File: src/design/scr_pkg.sv
// Shared constants for the synthesizer mid-map configuration registers.
// Assumes a 32-bit AXI4-Lite master with a 10-bit byte address.
package scr_pkg;

  // Bus widths and responses
  localparam int unsigned SCR_ADDR_W = 10;
  localparam int unsigned SCR_DATA_W = 32;
  localparam int unsigned SCR_REG_W = 16;
  localparam logic [1:0] SCR_RESP_OKAY = 2'h0;
  localparam logic [1:0] SCR_RESP_SLVERR = 2'h2;

  // Register indices; byte address is four times the index
  localparam logic [7:0] SCR_IDX_MOD_CTRL = 8'h2c, SCR_IDX_OUT_A = 8'h2d,
    SCR_IDX_OUT_B = 8'h2e, SCR_IDX_2F = 8'h2f, SCR_IDX_30 = 8'h30,
    SCR_IDX_31 = 8'h31, SCR_IDX_32 = 8'h32, SCR_IDX_33 = 8'h33,
    SCR_IDX_34 = 8'h34, SCR_IDX_35 = 8'h35, SCR_IDX_36 = 8'h36,
    SCR_IDX_37 = 8'h37, SCR_IDX_38 = 8'h38, SCR_IDX_39 = 8'h39,
    SCR_IDX_PIN_IGN = 8'h3a, SCR_IDX_LD_KIND = 8'h3b, SCR_IDX_LD_WAIT = 8'h3c,
    SCR_IDX_3D = 8'h3d, SCR_IDX_3E = 8'h3e, SCR_IDX_3F = 8'h3f,
    SCR_IDX_40 = 8'h40, SCR_IDX_41 = 8'h41, SCR_IDX_42 = 8'h42,
    SCR_IDX_43 = 8'h43, SCR_IDX_44 = 8'h44;
  localparam logic [7:0] SCR_IDX_IRQ_STAT = 8'h50;
  localparam logic [7:0] SCR_IDX_IRQ_MASK = 8'h51;
  localparam logic [7:0] SCR_IDX_FIRST = SCR_IDX_MOD_CTRL;
  localparam logic [7:0] SCR_IDX_LAST = SCR_IDX_44;
  localparam int SCR_NUM_REGS = 25;

  // Reset values in index order, first entry at SCR_IDX_FIRST
  localparam logic [15:0] SCR_RESET [SCR_NUM_REGS] = '{
    16'h22a2, 16'hc622, 16'h07f0, 16'h0300, 16'h03e0, 16'h4180, 16'h0080,
    16'h0080, 16'h0420, 16'h0000, 16'h0000, 16'h0000, 16'h0000, 16'h0000,
    16'h8001, 16'h0001, 16'h03e8, 16'h00a8, 16'h00ae, 16'h0000, 16'h1388,
    16'h0000, 16'h0140, 16'h0000, 16'h03e8};

  // Field positions
  localparam int SCR_MOD_RUN_BIT = 5;
  localparam int SCR_MOD_ORDER_LSB = 0;
  localparam int SCR_OUTA_SRC_LSB = 11;
  localparam int SCR_SECOND_OUTPUT_DRIVE_CURRENT_LSB = 0;
  localparam int SCR_OUTB_SRC_LSB = 0;
  localparam int SCR_PIN_IGN_BIT = 15;
  localparam int SCR_LD_KIND_BIT = 0;

  // Interrupt status bits
  localparam int SCR_IRQ_W = 4;
  localparam int SCR_IRQ_LOCK_UP = 0;
  localparam int SCR_IRQ_LOCK_DOWN = 1;
  localparam int SCR_IRQ_PIN_DROP = 2;
  localparam int SCR_IRQ_BAD_CODE = 3;

  typedef enum logic [2:0] {
    SCR_ORD_INTEGER = 3'h0,
    SCR_ORD_FIRST = 3'h1,
    SCR_ORD_SECOND = 3'h2,
    SCR_ORD_THIRD = 3'h3
  } scr_order_t;

  typedef enum logic [1:0] {
    SCR_SRC_CHDIV = 2'h0,
    SCR_SRC_OSC = 2'h1,
    SCR_SRC_REFPULSE = 2'h2,
    SCR_SRC_RESERVED = 2'h3
  } scr_source_t;

  // Word index carried by a byte address
  function automatic logic [7:0] scr_index(input logic [SCR_ADDR_W-1:0] addr);
    scr_index = addr[SCR_ADDR_W-1:2];
  endfunction : scr_index

  // True when an index falls inside the configuration window
  function automatic logic scr_in_map(input logic [7:0] idx);
    scr_in_map = (idx >= SCR_IDX_FIRST) && (idx <= SCR_IDX_LAST);
  endfunction : scr_in_map

endpackage : scr_pkg

File: src/design/scr_axil_slave.sv
// AXI4-Lite slave front end for the configuration registers.
// Assumes the register core answers index lookups combinationally.
`timescale 1ns/1ps
`default_nettype none
module scr_axil_slave
  import scr_pkg::*;
(
  input wire logic aclk,
  input wire logic aresetn,
  input wire logic ce,
  input wire logic [SCR_ADDR_W-1:0] awaddr,
  input wire logic awvalid,
  output logic awready,
  input wire logic [SCR_DATA_W-1:0] wdata,
  input wire logic [3:0] wstrb,
  input wire logic wvalid,
  output logic wready,
  output logic [1:0] bresp,
  output logic bvalid,
  input wire logic bready,
  input wire logic [SCR_ADDR_W-1:0] araddr,
  input wire logic arvalid,
  output logic arready,
  output logic [SCR_DATA_W-1:0] rdata,
  output logic [1:0] rresp,
  output logic rvalid,
  input wire logic rready,
  output logic wr_en,
  output logic [7:0] wr_idx,
  output logic [15:0] wr_data,
  output logic [1:0] wr_strb,
  input wire logic wr_ok,
  output logic [7:0] rd_idx,
  input wire logic [15:0] rd_data,
  input wire logic rd_ok
);

  // Address and data are taken together, so no skid storage is needed
  assign awready = ce & awvalid & wvalid & ~bvalid;
  assign wready = awready;
  assign wr_en = awready;
  assign wr_idx = scr_index(awaddr);
  assign wr_data = wdata[15:0];
  assign wr_strb = wstrb[1:0];
  assign arready = ce & arvalid & ~rvalid;
  assign rd_idx = scr_index(araddr);

  // Write response follows the accepted pair by one cycle
  always_ff @(posedge aclk)
  begin
    if (!aresetn)
    begin
      bvalid <= 1'b0;
      bresp <= SCR_RESP_OKAY;
    end
    else if (ce)
    begin
      if (wr_en)
      begin
        bvalid <= 1'b1;
        bresp <= wr_ok ? SCR_RESP_OKAY : SCR_RESP_SLVERR;
      end
      else if (bready)
        bvalid <= 1'b0;
    end
  end

  // Read data is captured at the address handshake
  always_ff @(posedge aclk)
  begin
    if (!aresetn)
    begin
      rvalid <= 1'b0;
      rresp <= SCR_RESP_OKAY;
      rdata <= '0;
    end
    else if (ce)
    begin
      if (arready)
      begin
        rvalid <= 1'b1;
        rresp <= rd_ok ? SCR_RESP_OKAY : SCR_RESP_SLVERR;
        rdata <= {16'h0000, rd_data};
      end
      else if (rready)
        rvalid <= 1'b0;
    end
  end

endmodule : scr_axil_slave
`default_nettype wire

File: src/design/scr_lock_detect.sv
// Lock detector: calibration wait counter and tuning-voltage qualifier.
// Assumes one quarter_tick pulse per quarter phase-detector period.
`timescale 1ns/1ps
`default_nettype none
module scr_lock_detect
  import scr_pkg::*;
(
  input wire logic aclk,
  input wire logic aresetn,
  input wire logic ce,
  input wire logic cal_done,
  input wire logic quarter_tick,
  input wire logic [15:0] wait_count,
  input wire logic kind,
  input wire logic vtune_ok,
  output logic lock_detect
);

  typedef enum logic [1:0] {
    SCR_LD_IDLE = 2'b00,
    SCR_LD_WAIT = 2'b01,
    SCR_LD_LOCK = 2'b10
  } scr_ld_state_t;

  scr_ld_state_t state_q;
  logic [15:0] cnt_q;

  // Calibration lock: wait the programmed ticks after calibration ends
  always_ff @(posedge aclk)
  begin
    if (!aresetn)
    begin
      state_q <= SCR_LD_IDLE;
      cnt_q <= '0;
    end
    else if (ce)
    begin
      unique case (state_q)
        SCR_LD_IDLE:
          if (cal_done)
          begin
            cnt_q <= '0;
            state_q <= (wait_count == 16'h0000) ? SCR_LD_LOCK : SCR_LD_WAIT;
          end
        SCR_LD_WAIT:
          if (!cal_done)
            state_q <= SCR_LD_IDLE;
          else if (quarter_tick)
          begin
            cnt_q <= cnt_q + 16'h0001;
            if (cnt_q + 16'h0001 >= wait_count)
              state_q <= SCR_LD_LOCK;
          end
        SCR_LD_LOCK:
          if (!cal_done)
            state_q <= SCR_LD_IDLE;
        default:
          state_q <= SCR_LD_IDLE;
      endcase
    end
  end

  // Output kind: calibration only, or also tuning voltage in range
  // Calibration is looked at again so a restart in the lock cycle cannot raise lock
  always_ff @(posedge aclk)
  begin
    if (!aresetn)
      lock_detect <= 1'b0;
    else if (ce)
      lock_detect <= (state_q == SCR_LD_LOCK) && cal_done && (!kind || vtune_ok);
  end
endmodule : scr_lock_detect
`default_nettype wire

File: src/design/scr_config_regs.sv
// Mid-map configuration register bank of the wideband synthesizer.
// Assumes aclk from the device state machine and an AXI4-Lite master.
//
// Contract
// - Modulator reset bit is active low: zero holds reset, one runs.
// - Modulator order: 0 integer, 1 first, 2 second, 3 third; 4-7 unused.
// - First output source bits 12-11: 0 channel divider, 1 oscillator.
// - Second output drive current, six bits: zero least, 0x1F most.
// - Second output source: 0 divider, 1 oscillator, 2 reference pulse.
// - Ignore bit with phase alignment off disregards sync and request pins.
// - Lock kind zero: calibration only; one: calibration plus tuning voltage.
// - Calibration lock rises after calibration ends and the wait expires.
// - Combined lock needs calibration lock and tuning voltage in limits.
// - Sixteen-bit lock wait counts quarter phase-detector periods.
//
// Local design decision: the AXI4-Lite slave port.
`timescale 1ns/1ps
`default_nettype none
module scr_config_regs
  import scr_pkg::*;
(
  input wire logic aclk,
  input wire logic aresetn,
  input wire logic ce,
  input wire logic [SCR_ADDR_W-1:0] awaddr,
  input wire logic awvalid,
  output logic awready,
  input wire logic [SCR_DATA_W-1:0] wdata,
  input wire logic [3:0] wstrb,
  input wire logic wvalid,
  output logic wready,
  output logic [1:0] bresp,
  output logic bvalid,
  input wire logic bready,
  input wire logic [SCR_ADDR_W-1:0] araddr,
  input wire logic arvalid,
  output logic arready,
  output logic [SCR_DATA_W-1:0] rdata,
  output logic [1:0] rresp,
  output logic rvalid,
  input wire logic rready,
  input wire logic oscillator_phase_align_enable,
  input wire logic sync_pin,
  input wire logic reference_request_pin,
  input wire logic oscillator_calibration_done,
  input wire logic quarter_pd_tick,
  input wire logic tuning_voltage_ok,
  output logic modulator_reset_low,
  output logic [2:0] modulator_order_select,
  output logic [1:0] first_output_source,
  output logic [1:0] second_output_source,
  output logic [5:0] second_output_drive_current,
  output logic sync_pin_used,
  output logic reference_request_used,
  output logic lock_detect,
  output logic irq
);

  // Slots of the words that steer the block
  localparam logic [4:0] SLOT_MOD = 5'(SCR_IDX_MOD_CTRL - SCR_IDX_FIRST);
  localparam logic [4:0] SLOT_OUT_A = 5'(SCR_IDX_OUT_A - SCR_IDX_FIRST);
  localparam logic [4:0] SLOT_OUT_B = 5'(SCR_IDX_OUT_B - SCR_IDX_FIRST);
  localparam logic [4:0] SLOT_PIN = 5'(SCR_IDX_PIN_IGN - SCR_IDX_FIRST);
  localparam logic [4:0] SLOT_KIND = 5'(SCR_IDX_LD_KIND - SCR_IDX_FIRST);
  localparam logic [4:0] SLOT_WAIT = 5'(SCR_IDX_LD_WAIT - SCR_IDX_FIRST);

  logic [15:0] regs_q [SCR_NUM_REGS];
  logic [SCR_IRQ_W-1:0] irq_stat_q;
  logic [SCR_IRQ_W-1:0] irq_mask_q;
  logic [SCR_IRQ_W-1:0] irq_set;
  logic [SCR_IRQ_W-1:0] irq_clr;
  logic wr_en;
  logic [7:0] wr_idx;
  logic [15:0] wr_data;
  logic [1:0] wr_strb;
  logic wr_ok;
  logic [7:0] rd_idx;
  logic [15:0] rd_data;
  logic rd_ok;
  logic [2:0] order_raw;
  logic disregard;
  logic lock_prev_q;
  logic bad_code;

  // Bus front end
  scr_axil_slave u_bus (
    .aclk(aclk),
    .aresetn(aresetn),
    .ce(ce),
    .awaddr(awaddr),
    .awvalid(awvalid),
    .awready(awready),
    .wdata(wdata),
    .wstrb(wstrb),
    .wvalid(wvalid),
    .wready(wready),
    .bresp(bresp),
    .bvalid(bvalid),
    .bready(bready),
    .araddr(araddr),
    .arvalid(arvalid),
    .arready(arready),
    .rdata(rdata),
    .rresp(rresp),
    .rvalid(rvalid),
    .rready(rready),
    .wr_en(wr_en),
    .wr_idx(wr_idx),
    .wr_data(wr_data),
    .wr_strb(wr_strb),
    .wr_ok(wr_ok),
    .rd_idx(rd_idx),
    .rd_data(rd_data),
    .rd_ok(rd_ok)
  );

  // Configuration words; byte lanes above bit 15 have nothing behind them
  genvar g;
  for (g = 0; g < SCR_NUM_REGS; g++)
  begin : g_reg
    always_ff @(posedge aclk)
    begin
      if (!aresetn)
        regs_q[g] <= SCR_RESET[g];
      else if (ce && wr_en && wr_idx == SCR_IDX_FIRST + 8'(g))
      begin
        if (wr_strb[0])
          regs_q[g][7:0] <= wr_data[7:0];
        if (wr_strb[1])
          regs_q[g][15:8] <= wr_data[15:8];
      end
    end
  end

  // Writes outside the window get an error response, except to the two interrupt words
  assign wr_ok = scr_in_map(wr_idx) || wr_idx == SCR_IDX_IRQ_STAT
    || wr_idx == SCR_IDX_IRQ_MASK;

  // Read mux; unmapped words read zero with an error response
  always_comb
  begin
    rd_data = 16'h0000;
    rd_ok = 1'b1;
    if (scr_in_map(rd_idx))
      rd_data = regs_q[5'(rd_idx - SCR_IDX_FIRST)];
    else if (rd_idx == SCR_IDX_IRQ_STAT)
      rd_data = {12'h000, irq_stat_q};
    else if (rd_idx == SCR_IDX_IRQ_MASK)
      rd_data = {12'h000, irq_mask_q};
    else
      rd_ok = 1'b0;
  end

  // Direct field outputs, each a slice of a stored word
  assign modulator_reset_low = regs_q[SLOT_MOD][SCR_MOD_RUN_BIT];
  assign first_output_source = regs_q[SLOT_OUT_A][SCR_OUTA_SRC_LSB +: 2];
  assign second_output_drive_current = regs_q[SLOT_OUT_A][SCR_SECOND_OUTPUT_DRIVE_CURRENT_LSB +: 6];
  assign second_output_source = regs_q[SLOT_OUT_B][SCR_OUTB_SRC_LSB +: 2];
  assign order_raw = regs_q[SLOT_MOD][SCR_MOD_ORDER_LSB +: 3];

  // Unused order codes run the loop as integer, the safest fallback
  always_ff @(posedge aclk)
  begin
    if (!aresetn)
      modulator_order_select <= SCR_ORD_INTEGER;
    else if (ce)
      modulator_order_select <= (order_raw > SCR_ORD_THIRD) ? SCR_ORD_INTEGER : order_raw;
  end

  // Pins are only disregarded while phase alignment is off
  assign disregard = regs_q[SLOT_PIN][SCR_PIN_IGN_BIT] && !oscillator_phase_align_enable;

  always_ff @(posedge aclk)
  begin
    if (!aresetn)
    begin
      sync_pin_used <= 1'b0;
      reference_request_used <= 1'b0;
    end
    else if (ce)
    begin
      sync_pin_used <= sync_pin && !disregard;
      reference_request_used <= reference_request_pin && !disregard;
    end
  end

  // Lock detector
  scr_lock_detect u_lock (
    .aclk(aclk),
    .aresetn(aresetn),
    .ce(ce),
    .cal_done(oscillator_calibration_done),
    .quarter_tick(quarter_pd_tick),
    .wait_count(regs_q[SLOT_WAIT]),
    .kind(regs_q[SLOT_KIND][SCR_LD_KIND_BIT]),
    .vtune_ok(tuning_voltage_ok),
    .lock_detect(lock_detect)
  );

  // Flag a write that leaves an unused or reserved code in a select field
  always_comb
  begin
    bad_code = 1'b0;
    if (wr_en && wr_idx == SCR_IDX_MOD_CTRL && wr_strb[0])
      bad_code = wr_data[SCR_MOD_ORDER_LSB +: 3] > SCR_ORD_THIRD;
    else if (wr_en && wr_idx == SCR_IDX_OUT_A && wr_strb[1])
      bad_code = wr_data[SCR_OUTA_SRC_LSB +: 2] > SCR_SRC_OSC;
    else if (wr_en && wr_idx == SCR_IDX_OUT_B && wr_strb[0])
      bad_code = wr_data[SCR_OUTB_SRC_LSB +: 2] == SCR_SRC_RESERVED;
  end

  // Interrupt events
  always_comb
  begin
    irq_set = '0;
    irq_set[SCR_IRQ_LOCK_UP] = lock_detect && !lock_prev_q;
    irq_set[SCR_IRQ_LOCK_DOWN] = !lock_detect && lock_prev_q;
    irq_set[SCR_IRQ_PIN_DROP] = disregard && (sync_pin || reference_request_pin);
    irq_set[SCR_IRQ_BAD_CODE] = bad_code;
    irq_clr = '0;
    if (wr_en && wr_idx == SCR_IDX_IRQ_STAT && wr_strb[0])
      irq_clr = wr_data[SCR_IRQ_W-1:0];
  end

  always_ff @(posedge aclk)
  begin
    if (!aresetn)
      lock_prev_q <= 1'b0;
    else if (ce)
      lock_prev_q <= lock_detect;
  end

  // Sticky status, write one to clear; a new event beats its own clear
  always_ff @(posedge aclk)
  begin
    if (!aresetn)
      irq_stat_q <= '0;
    else if (ce)
      irq_stat_q <= (irq_stat_q & ~irq_clr) | irq_set;
  end

  always_ff @(posedge aclk)
  begin
    if (!aresetn)
      irq_mask_q <= '0;
    else if (ce && wr_en && wr_idx == SCR_IDX_IRQ_MASK && wr_strb[0])
      irq_mask_q <= wr_data[SCR_IRQ_W-1:0];
  end

  assign irq = |(irq_stat_q & irq_mask_q);
endmodule : scr_config_regs
`default_nettype wire

File: config.mk
export PLATFORM = sky130hd
export DESIGN_NAME = scr_config_regs
export DESIGN_NICKNAME = d
export VERILOG_FILES = /design/src/design/scr_pkg.sv /design/src/design/scr_axil_slave.sv /design/src/design/scr_lock_detect.sv /design/src/design/scr_config_regs.sv
export SDC_FILE = /design/constraint.sdc
export NUM_CORES = 1
export LEC_CHECK = 0
export BUFFER_PORTS_ARGS = -buffer_cell sky130_fd_sc_hd__buf_4
export CORE_AREA = 2 2 238 240
export DETAILED_ROUTE_END_ITERATION = 12
export DIE_AREA = 0 0 240 242
export SYNTH_ARGS = -nofsm -noshare
export SYNTH_HDL_FRONTEND = slang
export SYNTH_SLANG_ARGS = --single-unit
File: constraint.sdc
create_clock -name aclk -period 4 [get_ports aclk]
set_clock_uncertainty 0.15 [all_clocks]
set_input_delay 0.4 -clock aclk [delete_from_list [all_inputs] [get_ports aclk]]
set_output_delay 0.4 -clock aclk [all_outputs]
set_load 0.005 [all_outputs]
==> flow_metrics.py <==
metrics = {
    "logic_synthesis": {
        "synth-seq-cells": 453,
        "postSynthCellCount": 1690,
        "synth_top_area_share_pct": 54.8,
        "synth.avg_cell_area_um2": 13.0,
        "synthTopCellsByArea": "edfxtp_1, mux4_2, and2_1",
        "yosysSeqAreaShare_pct": 59.7,
        "async_flop_share_pct": 0,
        "ys.warnings.count": 0,
        "syn-cell-area_mm2": 0.0219,
        "synth-edff-count": 400,
        "ys_types": 63,
        "yosys_most_used_dff": "edfxtp_1",
        "yosysTopAreaCell": "edfxtp_1",
    },
    "setup_path": {
        "worstSetupPathType": "reg2reg",
        "path_max_fanout": 10,
        "crit_chain": "ha_1 -> nand3_1 -> o31a_1 -> or2_2 -> ha_1 -> a21oi_1 -> o211ai_1 -> a2111oi_0 -> a21oi_1 -> mux2i_1",
        "critPathRequiredTime_ns": 4.31,
        "crit_buf_inv": 0,
        "critPathTopFamily": "compound AO/OA/AOI/OAI gates",
        "cp_slowest_cell": "a2111oi_0",
        "worstSetupEndpointType": "register",
        "crit_path_start_kind": "register",
        "arrival_ns": 3.55,
        "critPathMaxStageDelay_ns": 0.44,
    },
    "placement": {
        "portBuffers": 88,
        "dpl-instance-area_mm2": 0.0234,
        "globalplace.congestion": 0.853,
        "dp_cells": 2481,
        "hpwl_um": 39500,
    },
    "timing": {
        "hold_slack_ns": 0.0755,
        "finalMaxSlewViolations": 0,
        "worst_slew_pin_slew_ns": 0.921,
        "min_period_over_period_pct": 81.1,
        "rsz0062_at_grt": "no",
        "min_period_ns": 3.24,
        "max_slew_margin_pct": 38.1,
        "setup_viol": 0,
        "final-hold-violation-count": 0,
        "clock.fmax_mhz": 308,
        "setup_tns_ns": 0,
    },
    "grt": {
        "antenna_found_initial": 5,
        "grt_usage_pct": 20.5,
        "grt_pass1_vias": 14300,
        "grt_max_degree": 50,
        "overflow": 0,
        "grt_pass1_wl_um": 89100,
    },
    "cells_and_area": {
        "synthToLayoutAreaGrowth_pct": 14.2,
        "antenna_cells": 0,
        "fin_cells": 2571,
        "fin_area_mm2": 0.0250,
        "layout-drive-gt1-share_pct": 19.2,
        "final_nets": 1872,
    },
    "drt": {
        "firstDrtPassIters": 6,
        "routed_via_density": 5.45,
        "post_drt_wl_per_cell_um": 23.0,
        "antenna_left": 0,
        "drtIter0Drc": 1202,
        "drt_wl_total_um": 59100,
        "via_count": 14000,
        "drc": 0,
    },
    "power": {
        "pwr_density_cell_mw_per_mm2": 420,
        "p_leak_uw": 0.00906,
        "vdd_drop_max_mv": 0.230,
    },
    "clocking": {
        "cts_root_buf": "clkbuf_16",
        "cts_resized": 0,
        "clk_pin_slew_ns": 0.06,
        "cts_tree": "yes",
        "insertion_delay_ns": 0.58,
        "numClockSinks": 453,
        "htree_levels": 2,
        "cts_made_buffers": 49,
        "cts_buffer_depth": 3,
    },
    "floorplanning": {
        "die-width_um": 240,
        "coreArea_mm2": 0.0557,
        "fp-row-count": 87,
        "start_util_pct": 39.3,
        "ios": 129,
        "die_area_mm2": 0.0581,
        "die_height_um": 242,
    },
    "job": {
        "maxCapViolations": 0,
    },
    "hold_path": {
        "hold_path.class": "in2reg",
    },
    "outcome": {
        "status": "finished, final reports clean",
    },
}
==> through the flow <==
| stage | setup WS [ns] | total power [µW] | utilization [%] |
|---|---|---|---|
| floorplan | 1.05 | 5830 | - |
| global placement | 0.823 | 6150 | 42.0 |
| detailed placement | 0.725 | 6170 | 42.0 |
| CTS | 0.729 | 10600 | 44.9 |
| global route | 0.470 | 10800 | 44.9 |
| finish | 0.756 | 10500 | 44.9 |
==> synthesized netlist by cell type (21+ instances only) <==
master      n
a21oi_1    58
a22oi_1    42
and2_1    322
buf_2      21
buf_4      35
clkbuf_1   82
dfxtp_1    53
edfxtp_1  400
ha_1       21
inv_1      37
mux2i_1    22
mux4_2     93
nand2_1    74
nand3_1    26
nor2_1     78
nor3_1     38
o21ai_0    69
or3_1      57
==> worst reg2reg max path, delay by kind of cell (launching register included) <==
family,cells,cell delay (ns)
and+or+nand+nor,2,0.65
DFF,1,0.40
muxes,1,0.15
AOI/OAI and AO/OA,5,1.31
adders and majority gates,2,0.47
==> layout by cell type (no fill, tap or decap), types with 22 or more instances in the layout <==
cell type	Yosys	layout
inv_1	37	37
clkbuf_16	0	49
mux2i_1	22	22
edfxtp_1	400	400
a21oi_1	58	58
o21ai_0	69	69
dfxtp_1	53	53
buf_4	35	167
a22oi_1	42	42
and2_1	322	322
nor3_1	38	38
nor2_1	78	78
or3_1	57	57
nand2_1	74	74
mux4_2	93	93
nand3_1	26	26
==> power breakdown <==
part           switching (µW)  internal [µW]
Sequential               51.4           5240
Clock                    1850           2580
Combinational             498            285
Total                    2400           8110
==> kinds of logic (layout without fill, tap and decap cells) <==
| family | Yosys count | count (layout) | share of synthesized area [%] |
|---|---|---|---|
| AND/OR/NAND/NOR | 676 | 676 | 17.6 |
| flip-flops | 453 | 453 | 59.7 |
| AO/OA/AOI/OAI | 218 | 218 | 6.01 |
| buffers and inverters | 190 | 298 | 4.20 |
| multiplexers | 118 | 118 | 10.8 |
| adder cells (fa/ha/maj) | 21 | 21 | 1.20 |
| XOR/XNOR | 13 | 13 | 0.520 |
| other | 1 | 18 | 0.0171 |
==> layout make-up <==
type	count	area [µm²]
inverters	40	150
clock inverters	24	225
multi-input cells	1064	7980
flip-flops and latches	453	13100
repair buffers	173	1320
well taps	756	946
fillers	5019	30700
clock buffers	61	1320
==> repair_timing <==
item	4_1_cts	5_1_grt
hold buffers	5	0
endpoints found under the hold margin	5	0
buffers inserted	0	0
==> worst paths after layout <==
| check | startpoint | to | slack [ns] | cells past startpoint |
|---|---|---|---|---|
| max | u_lock.cnt_q[0] | u_lock.state_q[1] | 0.76 | 10 |
| min | ce | u_bus.bresp[1] | 0.08 | 4 |
| max reg2reg | u_lock.cnt_q[0] | u_lock.state_q[1] | 0.76 | 10 |
| min reg2reg | modulator_order_select[2] | modulator_order_select[2] | 0.28 | 2 |
==> routing by layer <==
| layer | up-vias | GRT usage [%] | share of wire (%) | wire, µm |
|---|---|---|---|---|
| met1 | 7059 | 27.3 | 42 | 24900 |
| met3 | 110 | 3.78 | 6.3 | 3720 |
| met4 | 8 | 5.59 | 2.6 | 1540 |
| met5 | - | 0 | 0.075 | 44 |
| met2 | 469 | 34.4 | 49 | 28800 |
| li1 | 6365 | - | - | - |
==> flip-flops by register name (all words and copies together), names as in the netlist, 2 cells and up <==
signal                  cells
u_lock.state_q              2
irq_stat_q                  4
regs_q                    400
u_bus.rdata                16
u_lock.cnt_q               16
irq_mask_q                  4
modulator_order_select      3
(Power assumes the default switching activity.)
